$ cat src/hdl/pfdiv_pkg.sv
// Package for the programmable frequency divider: register map, fields, bus carriers.
// Assumes a single 10 MHz clock domain and an AXI4-Lite register bus.
package pfdiv_pkg;

    // ----------------------------------------------------------------
    // Register map (printed offsets are not multiples of four: indices)
    // ----------------------------------------------------------------
    localparam logic [7:0]  CTRL_INDEX      = 8'h2E;
    localparam logic [7:0]  VALUE_INDEX     = 8'h2F;
    localparam logic [11:0] CTRL_ADDR       = 12'(CTRL_INDEX * 4);
    localparam logic [11:0] VALUE_ADDR      = 12'(VALUE_INDEX * 4);
    localparam int          ADDR_W          = 12;

    // ----------------------------------------------------------------
    // Control fields and reset values
    // ----------------------------------------------------------------
    localparam int          EN_BIT          = 4;
    localparam int          PRESC_LO_BIT    = 5;
    localparam int          PRESC_HI_BIT    = 6;
    localparam int          SRC_BIT         = 7;
    localparam logic [7:0]  CTRL_RESET      = 8'h00;
    localparam logic [7:0]  VALUE_RESET     = 8'h00;
    localparam logic [7:0]  CTRL_WMASK      = 8'hF0;

    // ----------------------------------------------------------------
    // Clock sources as enables of the 10 MHz clock
    // ----------------------------------------------------------------
    localparam int          REF_CLK_HZ      = 10000000;
    localparam int          FAST_SRC_HZ     = 3580000 / 4;
    localparam int          SLOW_SRC_HZ     = 32768;
    localparam logic [31:0] FAST_INC        = 32'((64'(FAST_SRC_HZ) << 32) / REF_CLK_HZ);
    localparam logic [31:0] SLOW_INC        = 32'((64'(SLOW_SRC_HZ) << 32) / REF_CLK_HZ);

    localparam logic [1:0]  RESP_OKAY       = 2'h0;
    localparam logic [1:0]  RESP_SLVERR     = 2'h2;

    typedef struct packed {
        logic [ADDR_W-1:0] addr;
        logic [31:0]       data;
        logic [3:0]        strb;
    } pfdiv_wr_type;

    typedef struct packed {
        logic [31:0] data;
        logic [1:0]  resp;
    } pfdiv_rd_type;

    typedef enum logic [0:0] {
        WR_IDLE = 1'b0,
        WR_RESP = 1'b1
    } pfdiv_wstate_type;

endpackage

$ cat src/hdl/pfdiv_top.sv
// Programmable frequency divider with AXI4-Lite register slave and tone output.
// Assumes one clock ref_clk at 10 MHz and synchronous active-high reset.
// Summary of operation
// - Enable bit drives tone; disabled holds low
// - Control bits 6:5 prescale by 1/2/4/8
// - Bit 7 picks fast/4 or 32768 source
// - Counter terminal value from divider register
// - Divider register writes ignored while disabled
// - Disabled divider clears divider register
// - Tone equals prescaled rate over 2(N+1)
// - Control bits 3:0 read zero, ignore writes
`timescale 1ns/10ps
`default_nettype none
module pfdiv_top
    import pfdiv_pkg::*;
(
    input  wire logic                  ref_clk,
    input  wire logic                  rst,
    input  wire logic [ADDR_W-1:0]     s_axi_awaddr,
    input  wire logic                  s_axi_awvalid,
    output logic                       s_axi_awready,
    input  wire logic [31:0]           s_axi_wdata,
    input  wire logic [3:0]            s_axi_wstrb,
    input  wire logic                  s_axi_wvalid,
    output logic                       s_axi_wready,
    output logic [1:0]                 s_axi_bresp,
    output logic                       s_axi_bvalid,
    input  wire logic                  s_axi_bready,
    input  wire logic [ADDR_W-1:0]     s_axi_araddr,
    input  wire logic                  s_axi_arvalid,
    output logic                       s_axi_arready,
    output logic [31:0]                s_axi_rdata,
    output logic [1:0]                 s_axi_rresp,
    output logic                       s_axi_rvalid,
    input  wire logic                  s_axi_rready,
    output logic                       tone_output_pin
);
    import pfdiv_pkg::*;

    // ----------------------------------------------------------------
    // Registers
    // ----------------------------------------------------------------
    logic [7:0]        divider_control;
    logic [7:0]        divider_value;
    logic              aw_held;
    logic              w_held;
    pfdiv_wr_type      wr;
    pfdiv_rd_type      rd;
    pfdiv_wstate_type  wstate;
    logic              divider_enable;
    logic              do_write;

    assign divider_enable = divider_control[EN_BIT];
    assign do_write       = (wstate == WR_IDLE) && aw_held && w_held;

    // Address and data are captured independently, in either order
    assign s_axi_awready = (wstate == WR_IDLE) && !aw_held;
    assign s_axi_wready  = (wstate == WR_IDLE) && !w_held;

    always_ff @(posedge ref_clk) begin
        if (rst) begin
            aw_held <= 1'b0;
            w_held  <= 1'b0;
            wr      <= '0;
        end else if (do_write) begin
            aw_held <= 1'b0;
            w_held  <= 1'b0;
        end else begin
            if (s_axi_awvalid && s_axi_awready) begin
                aw_held <= 1'b1;
                wr.addr <= s_axi_awaddr;
            end
            if (s_axi_wvalid && s_axi_wready) begin
                w_held  <= 1'b1;
                wr.data <= s_axi_wdata;
                wr.strb <= s_axi_wstrb;
            end
        end
    end

    always_ff @(posedge ref_clk) begin
        if (rst) begin
            wstate      <= WR_IDLE;
            s_axi_bresp <= RESP_OKAY;
        end else begin
            case (wstate)
                WR_IDLE: begin
                    if (do_write) begin
                        wstate      <= WR_RESP;
                        s_axi_bresp <= (wr.addr == CTRL_ADDR || wr.addr == VALUE_ADDR)
                                       ? RESP_OKAY : RESP_SLVERR;
                    end
                end
                WR_RESP: begin
                    if (s_axi_bready) begin
                        wstate <= WR_IDLE;
                    end
                end
                default: wstate <= WR_IDLE;
            endcase
        end
    end
    assign s_axi_bvalid = (wstate == WR_RESP);

    // ----------------------------------------------------------------
    // Control and divider value registers
    // ----------------------------------------------------------------
    always_ff @(posedge ref_clk) begin
        if (rst) begin
            divider_control <= CTRL_RESET;
        end else if (do_write && wr.addr == CTRL_ADDR && wr.strb[0]) begin
            divider_control <= wr.data[7:0] & CTRL_WMASK;
        end
    end

    always_ff @(posedge ref_clk) begin
        if (rst) begin
            divider_value <= VALUE_RESET;
        end else if (!divider_enable) begin
            divider_value <= VALUE_RESET;
        end else if (do_write && wr.addr == VALUE_ADDR && wr.strb[0]) begin
            divider_value <= wr.data[7:0];
        end
    end

    // ----------------------------------------------------------------
    // Read channel: one cycle after the address is taken
    // ----------------------------------------------------------------
    assign s_axi_arready = !s_axi_rvalid;
    assign s_axi_rdata   = rd.data;
    assign s_axi_rresp   = rd.resp;

    always_ff @(posedge ref_clk) begin
        if (rst) begin
            s_axi_rvalid <= 1'b0;
            rd           <= '0;
        end else if (s_axi_arvalid && s_axi_arready) begin
            s_axi_rvalid <= 1'b1;
            if (s_axi_araddr == CTRL_ADDR) begin
                rd <= '{data: {24'h000000, divider_control & CTRL_WMASK},
                        resp: RESP_OKAY};
            end else if (s_axi_araddr == VALUE_ADDR) begin
                rd <= '{data: {24'h000000, divider_value}, resp: RESP_OKAY};
            end else begin
                rd <= '{data: 32'h00000000, resp: RESP_SLVERR};
            end
        end else if (s_axi_rvalid && s_axi_rready) begin
            s_axi_rvalid <= 1'b0;
        end
    end

    // ----------------------------------------------------------------
    // Source clock as a phase accumulator enable
    // ----------------------------------------------------------------
    // Both sources are slower than ref_clk, so each becomes a one-cycle tick;
    // jitter of one ref_clk period is the price of staying in one domain.
    logic [31:0] phase;
    logic [32:0] next_phase;
    logic        src_tick;

    assign next_phase = {1'b0, phase}
                      + {1'b0, (divider_control[SRC_BIT] ? FAST_INC : SLOW_INC)};
    assign src_tick   = next_phase[32];

    always_ff @(posedge ref_clk) begin
        if (rst || !divider_enable) begin
            phase <= 32'h00000000;
        end else begin
            phase <= next_phase[31:0];
        end
    end

    // ----------------------------------------------------------------
    // Prescaler
    // ----------------------------------------------------------------
    logic [2:0] presc_count;
    logic       presc_tick;
    logic [1:0] presc_sel;

    assign presc_sel = {divider_control[PRESC_HI_BIT], divider_control[PRESC_LO_BIT]};

    always_comb begin
        case (presc_sel)
            2'h0:    presc_tick = src_tick;
            2'h1:    presc_tick = src_tick && (presc_count[0] == 1'b1);
            2'h2:    presc_tick = src_tick && (presc_count[1:0] == 2'h3);
            default: presc_tick = src_tick && (presc_count == 3'h7);
        endcase
    end

    always_ff @(posedge ref_clk) begin
        if (rst || !divider_enable) begin
            presc_count <= 3'h0;
        end else if (src_tick) begin
            presc_count <= presc_count + 3'h1;
        end
    end

    // ----------------------------------------------------------------
    // General counter and tone
    // ----------------------------------------------------------------
    logic [7:0] gen_count;
    logic       tone;

    always_ff @(posedge ref_clk) begin
        if (rst || !divider_enable) begin
            gen_count <= 8'h00;
            tone      <= 1'b0;
        end else if (presc_tick) begin
            if (gen_count >= divider_value) begin
                gen_count <= 8'h00;
                tone      <= ~tone;
            end else begin
                gen_count <= gen_count + 8'h01;
            end
        end
    end

    assign tone_output_pin = tone & divider_enable;

endmodule // pfdiv_top
`default_nettype wire

$ cat config.mk
export PLATFORM = sky130hd
export DESIGN_NAME = pfdiv_top
export DESIGN_NICKNAME = d
export VERILOG_FILES = /design/src/hdl/pfdiv_pkg.sv /design/src/hdl/pfdiv_top.sv
export SDC_FILE = /design/constraint.sdc
export NUM_CORES = 1
export LEC_CHECK = 0
export ABC_AREA = 1
export CORE_AREA = 2 2 108 84
export DETAILED_ROUTE_END_ITERATION = 6
export DIE_AREA = 0 0 110 86
export DONT_BUFFER_PORTS = 1
export PLACE_DENSITY = 0.87
export SYNTH_ARGS = -nofsm -noshare
export SYNTH_HDL_FRONTEND = slang
export SYNTH_SLANG_ARGS = --single-unit
$ cat constraint.sdc
create_clock -name ref_clk -period 2.8 [get_ports ref_clk]
set_input_delay 0.28 -clock ref_clk [delete_from_list [all_inputs] [get_ports ref_clk]]
set_output_delay 0.28 -clock ref_clk [all_outputs]
set_load 0.01 [all_outputs]
Word level (Yosys, flattened, before mapping) --
Index checks and enable logic that the tools add are counted.
Storage, ports and cells: output and inout bits 42, register bits 117, logic and storage cells 73, input bits 67
Operators by class: mux-type cells 11, reductions and logical operators 29, magnitude comparators 1, bitwise logic cells 5, eq/ne operators 8, add/subtract/negate cells 3
Operator list (count):
- $eq A12 B8 Y1 const B | 4
- $add A32 B29 Y33 | 1
- $mux W29 | 1
- $mux W10 | 2
- $logic_and A1 B1 Y1 | 15
- $add A8 B1 Y8 const B | 1
- $ge A8 B8 Y1 | 1
- $mux W8 | 1
- $reduce_and A2 Y1 | 4
- $eq A2 B2 Y1 const B | 2
- $logic_not A1 Y1 | 4
- $mux W1 | 4
- $not A1 Y1 | 4
- $reduce_or A2 Y1 | 2
- $add A3 B1 Y3 const B | 1
- $eq A3 B3 Y1 const B | 1
- $pmux W1 S3 | 1
- $eq A2 B1 Y1 const B | 1
- $logic_not A2 Y1 | 1
- $logic_or A1 B1 Y1 | 2
- $mux W2 | 1
- $pmux W1 S2 | 1
- $reduce_bool A2 Y1 | 1
- $and A1 B1 Y1 | 1

Longest topological paths before layout --
word-level depth 5, depth in mapped cells 16, mapped depth without buffers 15

Worst setup path before layout --
Ideal clock, no wire load.
kind reg-to-reg, from register divider_control[7], to register presc_count[1], buffers on the path 1, setup slack 0.705 ns, period minus slack after synthesis 2.095 ns, data arrival time 1.982 ns, setup time 0.113 ns, required time 2.687 ns, stages on the path, launching flop included 11, cells stage by stage dfxtp_1 -> inv_1 -> ha_1 -> a21oi_1 -> o21ai_1 -> nand3b_2 -> nand2_2 -> nand2_4 -> buf_12 -> o21ai_1 -> nor2_1
Between the ends: word-level cells in the longest chain between the ends 2
Ends and longest elaborated chain:
- start, declared | RTL line pfdiv_top.sv:43 | logic [7:0] divider_control;
- start signal, assigned | RTL line pfdiv_top.sv:112 | divider_control <= wr.data[7:0] & CTRL_WMASK;
- $mux W29 | RTL line pfdiv_top.sv:162 | + {1'b0, (divider_control[SRC_BIT] ? FAST_INC : SLOW_INC)};
- $add A32 B29 Y33 | RTL line pfdiv_top.sv:162
- end signal, assigned | RTL line pfdiv_top.sv:195 | presc_count <= presc_count + 3'h1;
- end, declared | RTL line pfdiv_top.sv:176 | logic [2:0] presc_count;
Every way passes these cells. A chain may end at the register's enable or synchronous reset.

Worst setup path after layout --
from register divider_control[7], to register gen_count[3]
Between the ends: word-level cells in the longest chain between the ends 4, elaborated cells on any way between the ends 6, classes of those cells 1 x add/sub; 2 x mux; 3 x reduce/logical
Ends and longest elaborated chain:
- $mux W29 * | RTL line pfdiv_top.sv:162
- $add A32 B29 Y33 * | RTL line pfdiv_top.sv:162
- $logic_and A1 B1 Y1, on equally long branches | RTL line pfdiv_top.sv:187, pfdiv_top.sv:185, pfdiv_top.sv:186
- $pmux W1 S3 * | RTL line pfdiv_top.sv:183 | case (presc_sel)
- end signal, assigned | RTL line pfdiv_top.sv:214 | gen_count <= gen_count + 8'h01;
- end, declared | RTL line pfdiv_top.sv:202 | logic [7:0] gen_count;
Every way passes the cells marked *; elsewhere a longest branch is shown, timed or not.

==> impl_results.rst <==
.. list-table::
   :header-rows: 1

   * - Metric
     - Value
   * - Violation count after the first detailed-routing iteration
     - roughly 430
   * - Worst setup path category
     - register to register
   * - Number of max-cap violations
     - 0
   * - Outcome
     - finished, violations left
   * - Max-slew violations
     - 0
   * - Number of nets in the final layout
     - roughly 860
   * - Antenna violations before repair
     - 0
   * - Number of remaining DRC errors
     - 1
   * - Vias in the first global route
     - around 4500
   * - CP peak stage delay
     - ~0.41 ns
   * - Count of final setup violators
     - 0
   * - Share of the synthesized area in the top cell type
     - between 30% and 40%
   * - Wire length of the first global-routing pass
     - 20600 um
   * - Number of search-and-repair iterations in the first detailed-routing pass
     - 7
   * - Data arrival time of the critical path
     - between 2 and 3 ns
   * - Worst slew margin relative to its limit
     - between 40 and 50%
   * - Length of routed met3 wiring
     - roughly 1100 um
   * - Setup bufs post-CTS
     - 0
   * - Async SR Flop Fraction
     - 0%
   * - Io pins
     - about 110
   * - Residual overflow from global routing
     - 0
   * - Wire length per cell after detailed routing
     - between 10 and 15 um
   * - Die footprint
     - 9460 um2
   * - Avg Cell Area, Syn
     - a little under 7 um2
   * - H-tree lvl count
     - 3
   * - Final Total Pwr
     - about 2.4 mW
   * - RSZ-0062 raised after global routing
     - no
   * - Final sum of negative setup slack
     - 0 ns
   * - Synthesized instance count
     - between 700 and 800
   * - Die Y-Extent
     - approximately 86 um
   * - Setup clock skew after layout
     - ~0.011 ns
   * - Pwr per Cell Area
     - between 400 and 500 nW/um2
   * - Placed cells
     - roughly 860
   * - Worst path bufs/invs
     - 2
   * - Worst reg-to-reg setup slack
     - around 0.42 ns
   * - Post-cts resize count
     - 0
   * - Clock-pin slew on the worst setup and hold paths
     - ~0.10 ns
   * - X dimension of the die
     - 110 um
   * - Fraction of final layout cells sized beyond drive strength 1
     - under 10%
   * - Number of failing hold endpoints at the final stage
     - 0
   * - Peak ir drop on the vdd network
     - around 0.32 mV
   * - Vias
     - roughly 5000
   * - Ordered cell list for the critical path
     - buf_4 -> ha_1 -> a21oi_1 -> inv_1 -> nor2_2 -> nand2_1 -> a21oi_2 -> nand2_4 -> nand2_2 -> nand2_1 -> a21oi_2
   * - LEAKAGE
     - between 2 and 2.5 nW
   * - Share of synthesized cell area in full adder, half adder and majority cells
     - just over 7%
   * - Via-per-instance ratio
     - between 5 and 6
   * - Placeable core region
     - approximately 8300 um2
   * - Root buffer cell
     - sky130_fd_sc_hd__clkbuf_8
   * - Final critical-path share of the clock period
     - 84.9%
   * - Worst-path fanout max
     - 16
   * - Worst-case clock buffer depth
     - 2
   * - Post-synthesis instance area
     - between 5000 and 6000 um2
   * - R2r worst-path depth
     - 11
   * - GR Util All Layers
     - a little over a quarter
   * - Num CTS Buffers
     - 9
   * - Kind of capture point of the worst setup path
     - register
   * - Clock sinks
     - just under 90
   * - Final Non-Filler Cells
     - 875
   * - Number of nets with antenna violations after detailed routing
     - 0
   * - Share of the synthesized area in compound gates (AO/OA/AOI/OAI)
     - ~17%
   * - Failing checks
     - DRC
   * - M1 WL
     - approximately 5400 um
   * - Cell types occupying the most area after synthesis
     - sky130_fd_sc_hd__dfxtp_1, sky130_fd_sc_hd__nand2_1, sky130_fd_sc_hd__nor2_1
   * - Worst setup slack after placement
     - approximately 0.52 ns
   * - DR WL met2
     - approximately 5600 um
   * - Parity-gate share of the synthesized area counting xor and xnor cells
     - 1.17%
   * - Number of enable flip-flop cells after synthesis
     - 0
   * - Hold Path Stages
     - 3
   * - Number of synthesized register bits
     - around 90
   * - Count of inserted antenna diode cells
     - 0
   * - Achievable clock frequency
     - between 400 and 500 MHz
   * - Reg2Reg Launch Point
     - divider_control[7]$_SDFFE_PP0P_
   * - Standard cell area after detailed placement
     - between 5000 and 6000 um2
   * - Proportion of synthesized area in mux cells
     - 0%
   * - Largest family of logic cells by synthesized area
     - simple AND/OR/NAND/NOR gates
   * - # rows
     - 29
   * - Gpl congestion
     - around 1
   * - Area added between synthesis and finish
     - 3.81%
   * - Final setup margin
     - 0.422 ns
   * - DPL Wire Length
     - roughly 9300 um
   * - Worst hold start
     - rst
   * - Pin count of the biggest net entering global routing
     - 36
   * - Synthesized-area fraction occupied by and/or/nand/nor cells
     - between 20 and 30%
   * - Required arrival time at the worst endpoint
     - between 3 and 4 ns
   * - Reg2Reg Capture Point
     - gen_count[3]$_SDFFE_PP0P_
   * - Part of the Yosys area used for sequential elements
     - between 30% and 40%
   * - Number of buffers inserted by hold repair at cts
     - 1
   * - Worst-path cell with the longest stage delay
     - sky130_fd_sc_hd__ha_1
   * - Class of the tightest hold or removal check
     - input port to register
   * - Transition time at the pin with the least slew margin
     - 0.753 ns
   * - Worst-case hold path end point
     - s_axi_rdata[6]$_SDFFE_PP0P_
   * - Highest routed metal layer
     - met4
   * - Dominant register cell in the synthesized netlist
     - sky130_fd_sc_hd__dfxtp_1
   * - Synth warnings
     - 0
   * - Sum of routed wire length over all layers
     - 12300 um
   * - Minimum clock period after layout
     - approximately 2.4 ns
   * - Port Buffers
     - 0
   * - Kind of cell adding the most delay to the critical path
     - simple AND/OR/NAND/NOR gates
   * - Startpoint kind of the worst setup timing path
     - register
   * - Post-route cell area
     - ~5500 um2
   * - Number of distinct library cells after synthesis
     - 40
   * - Initial standard-cell utilization of the core
     - a little over three fifths
   * - Depth of the critical timing path with buffers and inverters included
     - 11
   * - Clock insertion delay at the later pin of the skew report
     - between 0.3 and 0.4 ns
   * - Clock tree from TritonCTS
     - yes
   * - Cell type with the largest total area after synthesis
     - sky130_fd_sc_hd__dfxtp_1
[layer usage]
| layer | up-vias | track usage, % |
|---|---|---|
| li1 | 2446 | - |
| met1 | 2270 | 36.8 |
| met2 | 248 | 43.0 |
| met3 | 28 | 6.53 |
| met4 | 0 | 8.06 |
| met5 | - | 0 |
[how the worst max path moves through the flow]
stage          slack (ns)                             from                           to
5_1_grt              0.30  divider_control[7]$_SDFFE_PP0P_    gen_count[1]$_SDFFE_PP0P_
6_report             0.42  divider_control[7]$_SDFFE_PP0P_    gen_count[3]$_SDFFE_PP0P_
4_1_cts              0.50  divider_control[7]$_SDFFE_PP0P_    gen_count[0]$_SDFFE_PP0P_
2_1_floorplan        0.71  divider_control[7]$_SDFFE_PP0P_  presc_count[1]$_SDFFE_PP0P_
3_5_place_dp         0.52  divider_control[7]$_SDFFE_PP0P_    gen_count[0]$_SDFFE_PP0P_
3_3_place_gp         0.65  divider_control[7]$_SDFFE_PP0P_    gen_count[1]$_SDFFE_PP0P_
[per-stage QoR]
stage	hold WS (ns)	utilization, %
floorplan	0.417	-
global placement	0.352	63.1
detailed placement	0.353	63.1
CTS	0.0511	65.7
global route	0.0513	65.7
finish	0.0543	65.7
[cell usage after synthesis (2+ instances only)]
master,n
sky130_fd_sc_hd__o221ai_1,4
sky130_fd_sc_hd__nand4_1,10
sky130_fd_sc_hd__o21bai_1,5
sky130_fd_sc_hd__buf_1,3
sky130_fd_sc_hd__inv_2,4
sky130_fd_sc_hd__nor2_1,113
sky130_fd_sc_hd__xor2_1,6
sky130_fd_sc_hd__ha_1,30
sky130_fd_sc_hd__nand3_1,32
sky130_fd_sc_hd__o21a_1,5
sky130_fd_sc_hd__nor2_4,2
sky130_fd_sc_hd__buf_4,26
sky130_fd_sc_hd__buf_2,4
sky130_fd_sc_hd__nand2_1,142
sky130_fd_sc_hd__nor3_1,8
sky130_fd_sc_hd__inv_1,84
sky130_fd_sc_hd__dfxtp_1,89
sky130_fd_sc_hd__nand2_4,2
sky130_fd_sc_hd__o21ai_1,7
sky130_fd_sc_hd__or2_1,2
sky130_fd_sc_hd__a21oi_1,77
sky130_fd_sc_hd__a21oi_2,8
sky130_fd_sc_hd__and2_1,2
sky130_fd_sc_hd__o21ai_0,55
sky130_fd_sc_hd__nand3b_1,2
sky130_fd_sc_hd__clkbuf_1,8
sky130_fd_sc_hd__nor2_2,4
sky130_fd_sc_hd__nand2_2,6
sky130_fd_sc_hd__nand3_2,8
sky130_fd_sc_hd__nor4_1,5
[layout by cell type (no fill, tap or decap), drive strengths merged, types with 6 or more instances in the layout]
master / synthesis / routed
nand4: 10 / 10
inv: 88 / 93
nor4: 7 / 7
clkbuf: 8 / 9
nor2: 119 / 119
ha: 30 / 30
dfxtp: 89 / 89
nand3: 40 / 40
conb: 1 / 26
nand2: 150 / 150
xor2: 6 / 6
o21ai: 62 / 62
nor3: 8 / 8
a21oi: 85 / 85
[logic make-up after synthesis]
logic type / Yosys count
AOI/OAI and AO/OA: 162
xor gates and xnor gates: 7
adders and majority gates: 30
buffers and inverters: 131
DFF: 89
other: 1
and+or+nand+nor: 343
[flip-flops by register name, summed over array words and instances, names as in the netlist]
signal and count:
phase 30, wr 21, divider_value 8, gen_count 8
s_axi_rdata 8, divider_control 4, presc_count 3, aw_held 1
s_axi_bresp 1, s_axi_bvalid 1, s_axi_rresp 1, s_axi_rvalid 1
tone 1, w_held 1
[worst reg2reg max path, cell delays in order, from the launching register on]
cell and delay (ns):
sky130_fd_sc_hd__dfxtp_1 0.33, sky130_fd_sc_hd__buf_4 0.18, sky130_fd_sc_hd__ha_1 0.41, sky130_fd_sc_hd__a21oi_1 0.23
sky130_fd_sc_hd__inv_1 0.07, sky130_fd_sc_hd__nor2_2 0.12, sky130_fd_sc_hd__nand2_1 0.09, sky130_fd_sc_hd__a21oi_2 0.23
sky130_fd_sc_hd__nand2_4 0.20, sky130_fd_sc_hd__nand2_2 0.21, sky130_fd_sc_hd__nand2_1 0.10, sky130_fd_sc_hd__a21oi_2 0.13
[cell type report]
class,instances,area (um2)
multi-input cells,568,2960
fillers,697,2850
flip-flops and latches,89,1780
inverters,89,334
well taps,108,135
clock buffers,9,124
clock inverters,7,81.3
repair buffers,5,40.0
[power by group]
part	switching, mW	internal (mW)	leakage, nW
Sequential	0.0301	1.31	0.724
Combinational	0.0912	0.0381	1.54
Clock	0.543	0.360	0.104
Total	0.664	1.70	2.37
(Power assumes the default switching activity.)
